===== src/pkg/wrc_pkg.sv =====
// Constants for the watchdog and chip reset controller.
// Assumes a 32-bit classic Wishbone slave and synchronous pin inputs.
package wrc_pkg;

  localparam int unsigned ADR_W = 8;
  localparam int unsigned DAT_W = 32;

  // Register byte addresses
  localparam logic [7:0] WATCHDOG_CONTROL_ADR = 8'h00;
  localparam logic [7:0] VERSION_STATUS_ADR = 8'h04;
  localparam logic [7:0] IRQ_STATUS_ADR = 8'h08;
  localparam logic [7:0] IRQ_CLEAR_ADR = 8'h0c;
  localparam logic [7:0] IRQ_ENABLE_ADR = 8'h10;

  // Watchdog control fields
  localparam int unsigned WD_ENABLE_BIT = 0;
  localparam int unsigned SVC_ONE_BIT = 1;
  localparam int unsigned SVC_TWO_BIT = 2;
  localparam int unsigned SVC_ARMED_BIT = 3;

  // Version and status fields
  localparam int unsigned SOFT_RESET_OUT_BIT = 0;
  localparam int unsigned IND_ACTIVE_BIT = 4;
  localparam int unsigned CHIP_RESET_BIT = 5;

  // Interrupt fields
  localparam int unsigned IRQ_W = 2;
  localparam int unsigned IRQ_WD_OVERFLOW = 0;
  localparam int unsigned IRQ_IND_DONE = 1;

  // Timing in frame sync and data clock periods
  localparam int unsigned WD_PERIOD_FRAMES = 1024;
  localparam int unsigned RESET_FRAMES = 8;
  localparam int unsigned SVC_GAP_DCLK = 2;
  localparam logic [10:0] WD_LAST = 11'(WD_PERIOD_FRAMES - 1);
  localparam logic [3:0] RESET_LAST = 4'(RESET_FRAMES - 1);
  localparam logic [1:0] SVC_GAP = 2'(SVC_GAP_DCLK);

  localparam logic [31:0] RD_ZERO = 32'h0000_0000;

  typedef enum logic [1:0] {
    WRC_SVC_IDLE = 2'b00,
    WRC_SVC_ARMED = 2'b01
  } wrc_svc_e;

endpackage


===== src/wrc_top.sv =====
// Watchdog timer and chip reset control with a Wishbone register slave.
// Assumes frame sync, data clock and external reset are synchronous to i_clk.
//
// Summary of operation
// - Watchdog is off after reset; software enable bit turns it on.
// - Software cannot turn the watchdog off; only a chip reset does.
// - Watchdog period is 1024 frame sync cycles with data clock running.
// - Missed service raises overflow interrupt and reset indication, state kept.
// - After power-up the block sits in resetting state, refusing bus access.
// - Power-up resetting ends after eight qualified frame sync periods.
// - External reset overrides power-on reset and can end it early.
// - During reset other outputs float; exempt outputs keep driving.
// - PCM tristate controls are driven high during chip reset.
// - Reset indication on power-up, external reset and watchdog expiry.
// - Internal causes hold indication eight frames; external follows pulse width.
// - Indication starts at once on external reset; ends at next data clock rise.
// - Soft reset-out bit drives indication without resetting the block.
// - Only power-up and external reset reset the block internally.
`timescale 1ns/1ps
`default_nettype none

module wrc_top (
  input wire logic i_clk,
  input wire logic i_resetn,
  input wire logic i_wb_cyc,
  input wire logic i_wb_stb,
  input wire logic i_wb_we,
  input wire logic [7:0] i_wb_adr,
  input wire logic [31:0] i_wb_dat,
  input wire logic [3:0] i_wb_sel,
  output logic [31:0] o_wb_dat,
  output logic o_wb_ack,
  input wire logic i_frame_sync_in,
  input wire logic i_data_clock_in,
  input wire logic i_external_reset_in_n,
  input wire logic [1:0] i_pcm_tristate_ctrl,
  output logic [1:0] o_pcm_tristate_ctrl,
  output logic o_reset_indication_out_n,
  output logic o_outputs_oe_n,
  output logic o_chip_reset,
  output logic o_watchdog_overflow_irq,
  output logic o_irq
);

  // Reset release synchroniser
  logic rst_meta_reg;
  logic rst_sync_n_reg;

  always_ff @(posedge i_clk or negedge i_resetn) begin
    if (!i_resetn) begin
      rst_meta_reg <= 1'b0;
      rst_sync_n_reg <= 1'b0;
    end else begin
      rst_meta_reg <= 1'b1;
      rst_sync_n_reg <= rst_meta_reg;
    end
  end

  wire logic rst_n = rst_sync_n_reg;

  // Edge detection of the sampled line clocks
  logic fs_prev_reg;
  logic dc_prev_reg;
  logic dc_seen_reg;

  always_ff @(posedge i_clk or negedge rst_n) begin
    if (!rst_n) begin
      fs_prev_reg <= 1'b0;
      dc_prev_reg <= 1'b0;
    end else begin
      fs_prev_reg <= i_frame_sync_in;
      dc_prev_reg <= i_data_clock_in;
    end
  end

  wire logic fs_rise = i_frame_sync_in & ~fs_prev_reg;
  wire logic dc_rise = i_data_clock_in & ~dc_prev_reg;

  // A frame only counts when the data clock ticked within it
  always_ff @(posedge i_clk or negedge rst_n) begin
    if (!rst_n) begin
      dc_seen_reg <= 1'b0;
    end else if (fs_rise) begin
      dc_seen_reg <= dc_rise;
    end else if (dc_rise) begin
      dc_seen_reg <= 1'b1;
    end
  end

  wire logic frame_tick = fs_rise & dc_seen_reg;

  // External reset and its release at a data clock edge
  wire logic ext_act = ~i_external_reset_in_n;
  logic ext_hold_reg;

  always_ff @(posedge i_clk or negedge rst_n) begin
    if (!rst_n) begin
      ext_hold_reg <= 1'b0;
    end else if (ext_act) begin
      ext_hold_reg <= 1'b1;
    end else if (dc_rise) begin
      ext_hold_reg <= 1'b0;
    end
  end

  // Power-up resetting state
  logic pwr_reset_reg;
  logic [3:0] pwr_cnt_reg;

  always_ff @(posedge i_clk or negedge rst_n) begin
    if (!rst_n) begin
      pwr_reset_reg <= 1'b1;
      pwr_cnt_reg <= 4'h0;
    end else if (ext_act) begin
      pwr_reset_reg <= 1'b0;
      pwr_cnt_reg <= 4'h0;
    end else if (pwr_reset_reg && frame_tick) begin
      if (pwr_cnt_reg == wrc_pkg::RESET_LAST) begin
        pwr_reset_reg <= 1'b0;
      end
      pwr_cnt_reg <= pwr_cnt_reg + 4'h1;
    end
  end

  // Only power-up and external reset clear internal state
  wire logic chip_reset = pwr_reset_reg | ext_act | ext_hold_reg;

  // Bus slave; stalled while resetting, writes land on the ack edge
  wire logic bus_req = i_wb_cyc & i_wb_stb & ~o_wb_ack & ~chip_reset;
  wire logic wr_stb = i_wb_cyc & i_wb_stb & o_wb_ack & ~chip_reset & i_wb_we & i_wb_sel[0];

  // Watchdog control and service sequence
  logic wd_enable_reg;
  wrc_pkg::wrc_svc_e svc_state_reg;
  logic [1:0] svc_gap_reg;
  logic [10:0] wd_cnt_reg;
  logic wd_expire;
  logic svc_done;

  wire logic wr_wdc = wr_stb & (i_wb_adr == wrc_pkg::WATCHDOG_CONTROL_ADR);
  wire logic svc_one = i_wb_dat[wrc_pkg::SVC_ONE_BIT];
  wire logic svc_two = i_wb_dat[wrc_pkg::SVC_TWO_BIT];

  always_ff @(posedge i_clk or negedge rst_n) begin
    if (!rst_n) begin
      wd_enable_reg <= 1'b0;
    end else if (chip_reset) begin
      wd_enable_reg <= 1'b0;
    end else if (wr_wdc && i_wb_dat[wrc_pkg::WD_ENABLE_BIT]) begin
      wd_enable_reg <= 1'b1;
    end
  end

  // Second write counts only after the gap in data clock periods
  always_ff @(posedge i_clk or negedge rst_n) begin
    if (!rst_n) begin
      svc_state_reg <= wrc_pkg::WRC_SVC_IDLE;
      svc_gap_reg <= 2'h0;
    end else if (chip_reset) begin
      svc_state_reg <= wrc_pkg::WRC_SVC_IDLE;
      svc_gap_reg <= 2'h0;
    end else begin
      case (svc_state_reg)
        wrc_pkg::WRC_SVC_IDLE: begin
          if (wr_wdc && svc_one && !svc_two) begin
            svc_state_reg <= wrc_pkg::WRC_SVC_ARMED;
            svc_gap_reg <= 2'h0;
          end
        end
        wrc_pkg::WRC_SVC_ARMED: begin
          if (svc_done || wd_expire) begin
            svc_state_reg <= wrc_pkg::WRC_SVC_IDLE;
          end else if (dc_rise && svc_gap_reg != wrc_pkg::SVC_GAP) begin
            svc_gap_reg <= svc_gap_reg + 2'h1;
          end
        end
        default: begin
          svc_state_reg <= wrc_pkg::WRC_SVC_IDLE;
        end
      endcase
    end
  end

  // Early or unordered second writes are dropped
  assign svc_done = wr_wdc && !svc_one && svc_two
                    && svc_state_reg == wrc_pkg::WRC_SVC_ARMED
                    && svc_gap_reg == wrc_pkg::SVC_GAP;

  assign wd_expire = wd_enable_reg && frame_tick && wd_cnt_reg == wrc_pkg::WD_LAST;

  always_ff @(posedge i_clk or negedge rst_n) begin
    if (!rst_n) begin
      wd_cnt_reg <= 11'h000;
    end else if (chip_reset || !wd_enable_reg || svc_done || wd_expire) begin
      wd_cnt_reg <= 11'h000;
    end else if (frame_tick) begin
      wd_cnt_reg <= wd_cnt_reg + 11'h001;
    end
  end

  // Internally timed indication pulse
  logic [3:0] ind_cnt_reg;
  logic ind_pulse_reg;

  always_ff @(posedge i_clk or negedge rst_n) begin
    if (!rst_n) begin
      ind_pulse_reg <= 1'b0;
      ind_cnt_reg <= 4'h0;
    end else if (ext_act) begin
      ind_pulse_reg <= 1'b0;
      ind_cnt_reg <= 4'h0;
    end else if (wd_expire) begin
      ind_pulse_reg <= 1'b1;
      ind_cnt_reg <= 4'h0;
    end else if (ind_pulse_reg && frame_tick) begin
      if (ind_cnt_reg == wrc_pkg::RESET_LAST) begin
        ind_pulse_reg <= 1'b0;
      end
      ind_cnt_reg <= ind_cnt_reg + 4'h1;
    end
  end

  // Soft reset-out bit
  logic soft_reset_reg;
  wire logic wr_vns = wr_stb & (i_wb_adr == wrc_pkg::VERSION_STATUS_ADR);

  always_ff @(posedge i_clk or negedge rst_n) begin
    if (!rst_n) begin
      soft_reset_reg <= 1'b0;
    end else if (chip_reset) begin
      soft_reset_reg <= 1'b0;
    end else if (wr_vns) begin
      soft_reset_reg <= i_wb_dat[wrc_pkg::SOFT_RESET_OUT_BIT];
    end
  end

  // Combinational so that external reset shows without delay
  wire logic ind_active = ext_act | ext_hold_reg | pwr_reset_reg
                          | ind_pulse_reg | soft_reset_reg;
  logic ind_prev_reg;

  always_ff @(posedge i_clk or negedge rst_n) begin
    if (!rst_n) begin
      ind_prev_reg <= 1'b1;
    end else begin
      ind_prev_reg <= ind_active;
    end
  end

  // Interrupt status, clear and enable
  logic [1:0] irq_status_reg;
  logic [1:0] irq_enable_reg;
  logic [1:0] irq_set;

  wire logic wr_clr = wr_stb & (i_wb_adr == wrc_pkg::IRQ_CLEAR_ADR);
  wire logic wr_ena = wr_stb & (i_wb_adr == wrc_pkg::IRQ_ENABLE_ADR);

  always_comb begin
    irq_set = 2'h0;
    irq_set[wrc_pkg::IRQ_WD_OVERFLOW] = wd_expire;
    irq_set[wrc_pkg::IRQ_IND_DONE] = ind_prev_reg & ~ind_active;
  end

  // Set wins over a clear in the same cycle
  always_ff @(posedge i_clk or negedge rst_n) begin
    if (!rst_n) begin
      irq_status_reg <= 2'h0;
    end else if (chip_reset) begin
      irq_status_reg <= 2'h0;
    end else if (wr_clr) begin
      irq_status_reg <= (irq_status_reg & ~i_wb_dat[1:0]) | irq_set;
    end else begin
      irq_status_reg <= irq_status_reg | irq_set;
    end
  end

  always_ff @(posedge i_clk or negedge rst_n) begin
    if (!rst_n) begin
      irq_enable_reg <= 2'h0;
    end else if (chip_reset) begin
      irq_enable_reg <= 2'h0;
    end else if (wr_ena) begin
      irq_enable_reg <= i_wb_dat[1:0];
    end
  end

  // Read mux
  logic [31:0] rd_data;

  always_comb begin
    rd_data = wrc_pkg::RD_ZERO;
    case (i_wb_adr)
      wrc_pkg::WATCHDOG_CONTROL_ADR: begin
        rd_data[wrc_pkg::WD_ENABLE_BIT] = wd_enable_reg;
        rd_data[wrc_pkg::SVC_ARMED_BIT] = svc_state_reg == wrc_pkg::WRC_SVC_ARMED;
      end
      wrc_pkg::VERSION_STATUS_ADR: begin
        rd_data[wrc_pkg::SOFT_RESET_OUT_BIT] = soft_reset_reg;
        rd_data[wrc_pkg::IND_ACTIVE_BIT] = ind_active;
        rd_data[wrc_pkg::CHIP_RESET_BIT] = chip_reset;
      end
      wrc_pkg::IRQ_STATUS_ADR: begin
        rd_data[1:0] = irq_status_reg;
      end
      wrc_pkg::IRQ_ENABLE_ADR: begin
        rd_data[1:0] = irq_enable_reg;
      end
      default: begin
        rd_data = wrc_pkg::RD_ZERO;
      end
    endcase
  end

  always_ff @(posedge i_clk or negedge rst_n) begin
    if (!rst_n) begin
      o_wb_ack <= 1'b0;
      o_wb_dat <= wrc_pkg::RD_ZERO;
    end else begin
      o_wb_ack <= bus_req;
      if (bus_req && !i_wb_we) begin
        o_wb_dat <= rd_data;
      end
    end
  end

  // Pin side
  assign o_reset_indication_out_n = ~ind_active;
  assign o_outputs_oe_n = chip_reset;
  assign o_pcm_tristate_ctrl = chip_reset ? 2'h3 : i_pcm_tristate_ctrl;
  assign o_chip_reset = chip_reset;
  assign o_watchdog_overflow_irq = irq_status_reg[wrc_pkg::IRQ_WD_OVERFLOW];
  assign o_irq = |(irq_status_reg & irq_enable_reg);

endmodule

`default_nettype wire


===== config.mk =====
export PLATFORM = sky130hd
export DESIGN_NAME = wrc_top
export DESIGN_NICKNAME = d
export VERILOG_FILES = /design/src/pkg/wrc_pkg.sv /design/src/wrc_top.sv
export SDC_FILE = /design/constraint.sdc
export NUM_CORES = 1
export LEC_CHECK = 0
export ABC_CLOCK_PERIOD_IN_PS = 2500
export BUFFER_PORTS_ARGS = -buffer_cell sky130_fd_sc_hd__buf_2
export CAP_MARGIN = 25
export CORE_AREA = 2 2 70 72
export CTS_CLUSTER_SIZE = 25
export DETAILED_ROUTE_END_ITERATION = 8
export DIE_AREA = 0 0 72 74
export GPL_TIMING_DRIVEN = 0
export PLACE_DENSITY = 0.84
export SLEW_MARGIN = 30
export SYNTH_ARGS = -nofsm -noshare
export SYNTH_HDL_FRONTEND = slang
export SYNTH_SLANG_ARGS = --single-unit

===== constraint.sdc =====
create_clock -name i_clk -period 2.5 [get_ports i_clk]
set_clock_uncertainty 0.05 [all_clocks]
set_input_delay 0.25 -clock i_clk [delete_from_list [all_inputs] [get_ports i_clk]]
set_output_delay 0.25 -clock i_clk [all_outputs]
set_load 0.01 [all_outputs]

* Word level (Yosys, flattened, before mapping)
Cells that the tools add are included.
** Storage, ports and cells
- Flip-flop bits (word level) :: 44
- Input bits :: 54
- Output and inout bits :: 40
- Logic and storage cells :: 149
** Operators by class
- Add/sub/neg operators :: 4
- Eq/ne operators :: 19
- Multiplexer cells :: 40
- Bitwise operators :: 32
- Reduce and logical (&&, ||, !) cells :: 34
** Operators by type and width (count)
- $mux W2 :: 13
- $mux W11 :: 2
- $mux W4 :: 5
- $eq A8 B4 Y1 const B :: 2
- $mux W1 :: 16
- $and A1 B1 Y1 :: 15
- $logic_and A1 B1 Y1 :: 13
- $ne A3 B3 Y1 const B :: 4
- $add A11 B1 Y11 const B :: 1
- $eq A11 B10 Y1 const B :: 1
- $reduce_bool A2 Y1 :: 5
- $add A4 B1 Y4 const B :: 2
- $eq A4 B3 Y1 const B :: 2
- $eq A8 B3 Y1 const B :: 1
- $eq A8 B5 Y1 const B :: 1
- $logic_not A8 Y1 :: 1
- $pmux W2 S2 :: 2
- $ne A2 B1 Y1 const B :: 3
- $ne A3 B1 Y1 const B :: 2
- $not A1 Y1 :: 6
- $or A1 B1 Y1 :: 6
- $reduce_and A2 Y1 :: 3
- $and A2 B2 Y2 :: 2
- $logic_not A1 Y1 :: 4
- 13 further kinds :: 17

* Depth between registers and ports, before layout
Gate-level depths: netlist of run 1.
- Word-level depth :: 16
- Gate-level depth with buffers :: 7
- Gate-level depth less buffers :: 6

* Worst setup path after synthesis of run 1
OpenSTA, ideal clock, no wires.
- Path kind :: register -> register
- From :: register o_wb_ack
- To :: register wd_cnt_reg[0]
- Setup time :: 0.130 ns
- Data arrival time :: 1.696 ns
- Required time :: 2.320 ns
- Slack :: 0.624 ns
- Stages on the path, launching flop included :: 7
- Path buffers :: 1
- Period minus slack after synthesis :: 1.876 ns
- Cells stage by stage :: dfrtp_1 > nand3_1 > or2_0 > buf_2 > or4_4 > o211ai_4 > nor2_1
** On the way
- Longest elaborated chain between the ends :: 12
- Elaborated cells between the ends (all ways) :: 13
- Classes of those cells :: mux: 1; bitwise: 5; reduce/logical: 7
** Ends and longest elaborated chain
- start: declaration :: line wrc_top.sv:32 : output logic o_wb_ack,
- start signal: assignment :: line wrc_top.sv:319 : o_wb_ack <= bus_req;
- $and A1 B1 Y1 * (4 in a row) :: line wrc_top.sv:130 : wire logic wr_stb = i_wb_cyc & i_wb_stb & o_wb_ack & ~chip_reset & i_wb_we & i_wb_sel[0];
- $and A1 B1 Y1 * :: line wrc_top.sv:140 : wire logic wr_wdc = wr_stb & (i_wb_adr == wrc_pkg::WATCHDOG_CONTROL_ADR);
- $logic_and A1 B1 Y1 * (2 in a row) :: line wrc_top.sv:185 : assign svc_done = wr_wdc && !svc_one && svc_two
- $logic_and A1 B1 Y1 * :: line wrc_top.sv:186 : && svc_state_reg == wrc_pkg::WRC_SVC_ARMED
- $logic_and A1 B1 Y1 * :: line wrc_top.sv:187 : && svc_gap_reg == wrc_pkg::SVC_GAP;
- $logic_or A1 B1 Y1 * (2 in a row) :: line wrc_top.sv:194 : end else if (chip_reset || !wd_enable_reg || svc_done || wd_expire) begin
- $mux W11 or $reduce_bool A2 Y1 (tied branches)
- end signal: assignment :: line wrc_top.sv:197 : wd_cnt_reg <= wd_cnt_reg + 11'h001;
- end: declaration :: line wrc_top.sv:136 : logic [10:0] wd_cnt_reg;
Every way passes the cells marked *; elsewhere a longest branch is shown, timed or not.
A chain may end at the register's enable or synchronous reset.

* Worst setup path in the final report of run 1
- From :: register o_wb_ack
- To :: register wd_cnt_reg[5]
The elaborated chain is that of the path after synthesis.

==> results of run 1 <==
final timing paths:
check / start / end / cells past startpoint
max in group asynchronous: rst_n / pwr_reset_reg / 1
hold / removal: i_data_clock_in / dc_prev_reg / 1
setup reg to reg: o_wb_ack / wd_cnt_reg[5] / 6
setup / recovery: o_wb_ack / wd_cnt_reg[5] / 6
hold reg to reg: rst_n / ind_cnt_reg[1] / 0
min in group asynchronous: rst_n / ind_cnt_reg[1] / 0
logic make-up after synthesis:
| group | count (synthesis) |
|---|---|
| buffers and inverters | 42 |
| DFF | 43 |
| muxes | 3 |
| and+or+nand+nor | 100 |
| xor gates and xnor gates | 14 |
| other | 2 |
| AOI/OAI and AO/OA | 31 |
| adders and majority gates | 4 |
cells in the mapped netlist, drive strengths merged:
cell	instances	area share (%)
nand4	3	0.81
and3b	1	0.38
nand3b	1	0.32
a31o	1	0.38
nand3	15	3.2
o211ai	2	1.2
a32o	1	0.43
a21boi	3	0.97
dfstp	2	2.3
nand2b	5	1.4
a21oi	6	1.3
nor4	3	1.1
and3	3	0.81
xor2	6	2.3
nand2	29	4.7
buf	30	9.5
and2	4	1.1
nor3	6	1.8
clkbuf	3	0.49
a31oi	3	0.81
conb	2	0.32
a22o	2	0.76
a2111oi	1	0.38
o311a	1	0.43
or3	1	0.27
or2	2	0.54
o31ai	2	0.65
ha	4	2.2
xnor2	8	3.0
or4	2	0.97
inv	9	1.6
mux2i	3	1.3
nor3b	1	0.81
o21a	1	0.32
o21ai	4	0.86
nor2	24	3.9
dfrtp	41	44
o41ai	4	2.2
cell usage in the layout (no fill, tap or decap), types with 3 or more instances in the layout:
cell type | Yosys | layout
and2_1 | 4 | 4
mux2i_1 | 3 | 3
nor3_1 | 5 | 5
conb_1 | 2 | 28
nand2_1 | 29 | 29
a21oi_1 | 6 | 6
xor2_1 | 6 | 6
nand3_1 | 15 | 15
clkbuf_1 | 3 | 3
o21ai_0 | 4 | 4
and3_1 | 3 | 3
nand4_1 | 3 | 3
clkbuf_8 | 0 | 5
inv_1 | 8 | 8
buf_2 | 2 | 34
xnor2_1 | 8 | 8
a21boi_0 | 3 | 3
nor2_1 | 24 | 24
nand2b_1 | 5 | 5
a31oi_1 | 3 | 3
dfrtp_1 | 41 | 40
ha_1 | 4 | 4
buf_4 | 28 | 28
power breakdown:
part	internal, uW	switching, uW	leakage (uW)
clock	303	249	0.0000587
sequential	703	8.95	0.000577
combinational	57.3	70.3	0.000717
per-layer routing:
layer / vias to the layer above / GRT usage, %
li1: 894 / -
met1: 842 / 22.26
met2: 52 / 28.40
met3: 8 / 3.794
met4: 0 / 7.757
met5: - / 0
what timing repair did:
item                      in CTS  in global routing
hold buffers                   1                  0
hold endpoints to repair       2                  0
setup buffers                  0                  0
per-stage QoR:
| stage | power [uW] | utilization [%] |
|---|---|---|
| detailed placement | 852.4 | 57.88 |
| floorplan | 812.7 | - |
| CTS | 1413 | 60.63 |
| global placement | 846.2 | 57.42 |
| finish | 1391 | 60.63 |
| global route | 1460 | 60.63 |
worst reg2reg max path, cell delays in order, from the launching register on:
cell	delay, ns
dfrtp_1	0.41
nand3_1	0.10
or2_0	0.23
buf_2	0.17
or4_4	0.52
o211ai_4	0.34
nor2_1	0.09
area by class of cell:
type                       instances  area, sq um
sequential                        43         1080
multi-input combinational        180         1066
fill                             399         1810
buffer                            33        231.5
inverter                           9        36.28
tap                               54        67.56
clock buffer                       5        68.82
clock inverter                     3        47.55
timing repair buffer              34        190.2
==> impl_metrics.toml, run 1 <==
[global_routing]
antenna_found_initial = 0
track_usage_pct = 17.30
grt_pass1_vias = 1603
overflow = 0
grt_max_degree = 28
grt_pass1_wl_mm = 7.100

[sta]
fmax_ghz = 0.4909
layout_min_cycle_time_ns = 2.037
min_period_over_period_pct = 81.48
finalSetupTns_ns = 0
worstMarginPinSlew_ns = 0.6982
finalWorstSetupSlack_ns = 0.4629
relSlewSlack_pct = 52.25
final-hold-violation-count = 0
setup_viol = 0
timing.hold.ws_ns = 0.01985
rsz0062_at_grt = "false"
finalMaxSlewViolations = 0

[detailed_routing]
vias_per_cell = 4.975
met2WireLength_mm = 2.119
drc_errors = 0
vias = 1796
wl_per_cell_um = 11.83
met1_length_mm = 1.868
drtPass1Iterations = 4
top_layer = "met4"
dr_wl_met3_um = 218
drt_iter0_drc = 130
antenna_left = 0
wirelength_mm = 4.269

[placement]
dp.cells = 352
port-buffer-count = 32
placed_area_sq_um = 2661
place_ws_ns = 0.4496
place.gp.congestion = 0.8167
hpwl_mm = 3.284

[job]
drv_cap = 0

[finish]
syn2layout_area_growth_pct = 20.43
final_net_count = 364
antennaDiodeCount = 0
largest_reg_flops = 11
stdcell_area_sq_um = 2788
stdcell_count = 361
drive_gt1_share_pct = 27.69

[die]
start_util_pct = 50.34
die_x_um = 72
rows = 25
die-area_sq_um = 5328
ioPinCount = 94
die_y_um = 74
coreArea_sq_um = 4598

[power_and_ir_drop]
power.density_nw_per_um2 = 499.1
ir_drop_mv = 0.3502
leakagePower_uw = 0.001352

[yosys]
synth_simple_gate_area_share_pct = 22.05
synth_top_family_by_area = "simple AND/OR/NAND/NOR gates"
syn_area_sq_um = 2315
synth_seq_cells = 43
synth_compound_area_share_pct = 10.70
synth_warnings = 0
postSynthCellCount = 239
synth_xor_xnor_area_share_pct = 5.297
ys_seq_area_share_pct = 46.59
synth_cell_type_count = 45
synthAdderAreaFrac_pct = 2.162
muxShareOfSynthArea_pct = 1.297
syn_area_per_cell_sq_um = 9.685

[critical_path]
arrival_ns = 2.16
timing.critical_path.buf_inv = 1
crit_slowest_cell = "or4_4"
path_class = "register to register"
required_ns = 2.62
cp_slowest_stage_delay_ns = 0.52
worstPathCellList = "nand3_1 -> or2_0 -> buf_2 -> or4_4 -> o211ai_4 -> nor2_1"
reg2reg_slack_ns = 0.46
critPathCaptureType = "register"
crit_fanout = 10
worstSetupStartpointType = "register"
critPathTopFamily = "simple AND/OR/NAND/NOR gates"

[clocking]
htree_levels = 2
path_clk_slew_ns = 0.08
insertion_delay_ns = 0.30
cts_buffers = 5
post_cts_resized = 0
cts_buffer_depth = 2
clkSinkCount = 43
cts_root_buf = "clkbuf_8"
cts_tree = "done"

[outcome]
status = "finished, final reports clean"

[min_path]
hold_path.class = "primary input to register"
No activity file was read; power rests on OpenSTA's default activity.
==> run 2: changes to the inputs <==
ABC_AREA = 1   (was default)
ABC_CLOCK_PERIOD_IN_PS = 2009   (was 2500)
CORE_AREA = 2 2 73 75   (was 2 2 70 72)
DIE_AREA = 0 0 75 77   (was 0 0 72 74)
PLACE_DENSITY = 0.79   (was 0.84)
clock period = 2.01 ns   (was 2.5 ns; I/O delays follow)
==> run 2 against run 1 <==
Compared with the run above: sequential share of layout area decreased by 1.6 points; worst hold slack improved by 0.12 ns; non-clock buffer count is the same; clock power grew 20%; area after synthesis is 3.2% higher; core utilization shrank 2.2 points; total power rose by 26%; count of clock-buffer cells in the layout grew 1; cell area is 4.3% higher; critical path type is now primary input to register; critical endpoint is now ind_cnt_reg[3].
==> impl_metrics.toml, run 2 <==
[detailed_routing]
drtPass1Iterations = 4
drt_iter0_drc = 129
wl_per_cell_um = 10.30
vias_per_cell = 4.556
antenna_left = 0
wirelength_mm = 4.408
vias = 1950
drc_errors = 0

[sta]
finalSetupTns_ns = 0
min_period_over_period_pct = 87.33
layout_min_cycle_time_ns = 1.755
finalMaxSlewViolations = 0
finalWorstSetupSlack_ns = 0.2547
rsz0062_at_grt = "false"
setup_viol = 0
final-hold-violation-count = 0
fmax_ghz = 0.5697

[global_routing]
track_usage_pct = 16.67
overflow = 0
antenna_found_initial = 0
grt_pass1_vias = 1856
grt_max_degree = 26
grt_pass1_wl_mm = 7.576

[job]
drv_cap = 0

[yosys]
yosysMostFrequentCell = "nand2_1"
ys_top_cells_by_count = "55 x nand2_1, 41 x dfrtp_1, 37 x nor2_1"
synthArstFlopShare_pct = 100.0
ys_seq_area_share_pct = 45.13
syn_area_sq_um = 2390
yosys.area.top_type = "dfrtp_1"
synth_cell_type_count = 33
synth_edf_count = 0
syn_area_per_cell_sq_um = 8.356
synth_top_area_share_pct = 42.93
synthTopCellsByArea = "dfrtp_1 43%, buf_4 8.8%, nand2_1 8.6%"
ys.flop_type = "dfrtp_1"
synth_warnings = 0
postSynthCellCount = 286
synth_seq_cells = 43

[critical_path]
crit_fanout = 10
critPathCaptureType = "register"
path_class = "primary input to register"
timing.critical_path.buf_inv = 3
arrival_ns = 1.91
worstSetupStartpointType = "primary input"
reg2reg_to = "wd_cnt_reg[3]"
crit_start = "i_frame_sync_in"
required_ns = 2.16
worstPathCellList = "dlygate4sd3_1 -> buf_2 -> nand3_2 -> inv_1 -> nand2_1 -> nor2_1 -> a31oi_1 -> nor3b_1"
cp-endpoint = "ind_cnt_reg[3]"
r2r_cells = 10
path_depth = 8
crit_slowest_cell = "dlygate4sd3_1"
r2r_start = "wd_cnt_reg[0]"
reg2reg_slack_ns = 0.28
cp_slowest_stage_delay_ns = 0.52
critPathTopFamily = "buffers and inverters"

[die]
ioPinCount = 94
die_x_um = 75
rows = 26
start_util_pct = 48.01
die-area_sq_um = 5775
die_y_um = 77
coreArea_sq_um = 4977

[power_and_ir_drop]
ir_drop_mv = 0.3121
intPower_uw = 1341
power.density_nw_per_um2 = 602.5
p_switching_uw = 410.1
leakagePower_uw = 0.001489
power_frac_comb_pct = 10.8
clkPwrFrac_pct = 37.8
p_seq_share_pct = 51.4
switching_share_pct = 23.42

[clocking]
clkSinkCount = 43
postCtsSetupRepairBufs = 0
cts_buffers = 5
htree_levels = 2
cts_buffer_depth = 2
post_cts_resized = 0
path_clk_slew_ns = 0.08
cts_root_buf = "clkbuf_8"
cts_tree = "done"
insertion_delay_ns = 0.30

[finish]
syn2layout_area_growth_pct = 21.62
drive_gt1_share_pct = 26.82
largest_reg_flops = 11
layout_commonest_cell = "nand2_1"
final_net_count = 415
antennaDiodeCount = 0
most-common-layout-cells = "55 x nand2_1, 40 x dfrtp_1, 37 x nor2_1"

[placement]
port-buffer-count = 34
hpwl_mm = 3.477
place.gp.congestion = 0.8406
place_ws_ns = 0.2939

[outcome]
status = "finished, final reports clean"

[min_path]
hold_path.class = "register to async pin"
## run 2: how the worst min path moves through the flow
stage / from / cells after the start / end / slack [ns]
after floorplan: i_resetn / 0 / rst_meta_reg / -0.14
after global placement: i_resetn / 1 / rst_meta_reg / -0.06
after detailed placement: i_resetn / 1 / rst_meta_reg / -0.06
after CTS: i_resetn / 2 / rst_n / 0.14
after global routing: i_resetn / 2 / rst_n / 0.14
final: rst_n / 0 / wd_cnt_reg[0] / 0.14
## run 2: final cells by class
| type | count | area [sq um] |
|---|---|---|
| buffer | 29 | 221.5 |
| clock buffer | 6 | 72.57 |
| clock inverter | 2 | 37.54 |
| fill | 461 | 2071 |
| inverter | 35 | 133.9 |
| multi-input combinational | 205 | 1054 |
| sequential | 43 | 1080 |
| tap | 70 | 87.58 |
| timing repair buffer | 38 | 220.2 |
## run 2: cell families (layout without fill, tap and decap cells)
| group | after synthesis | after routing | synth area share [%] |
|---|---|---|---|
| buf+inv | 64 | 110 | 14.87 |
| fa+ha+maj | 4 | 4 | 2.094 |
| simple gates | 141 | 141 | 28.43 |
| compound gates | 23 | 23 | 5.863 |
| flops | 43 | 43 | 45.13 |
| other cells | 2 | 28 | 0.3143 |
| xor+xnor | 9 | 9 | 3.298 |
## run 2: repair_timing
| action | CTS | global route |
|---|---|---|
| endpoints found under the setup margin | 0 | 0 |
| hold endpoints to repair | 4 | 0 |
| hold buffers | 3 | 0 |
## run 2: per-stage QoR
stage / cell area (sq um) / power [uW] / utilization, % / instances / hold WS (ns)
2_1_floorplan: 2487 / 1044 / - / 312 / -0.1446
3_5_place_dp: 2766 / 1101 / 55.58 / 417 / -0.06166
3_3_place_gp: 2745 / 1092 / 55.15 / 416 / -0.06339
4_1_cts: 2907 / 1775 / 58.40 / 428 / 0.1394
6_report: 2907 / 1751 / 58.40 / 428 / 0.1413
5_1_grt: 2907 / 1837 / 58.40 / 428 / 0.1417
## run 2: power by group through the flow
stage | Sequential (uW) | Clock, uW | Combinational [uW]
2_1_floorplan | 923 | 0 | 121
3_3_place_gp | 925 | 0 | 166
3_5_place_dp | 917 | 0 | 184
4_1_cts | 900 | 687 | 189
5_1_grt | 902 | 720 | 215
6_report | 899 | 662 | 190
## run 2: per-layer routing
layer | up-vias | track usage [%] | part of all wire, % | routed length, um
met3 | 7 | 2.760 | 4.6 | 201
met4 | 0 | 5.357 | 1.4 | 60
met5 | - | 0 | 0 | 0
li1 | 994 | - | - | -
met2 | 49 | 29.56 | 50 | 2201
met1 | 900 | 19.95 | 44 | 1944
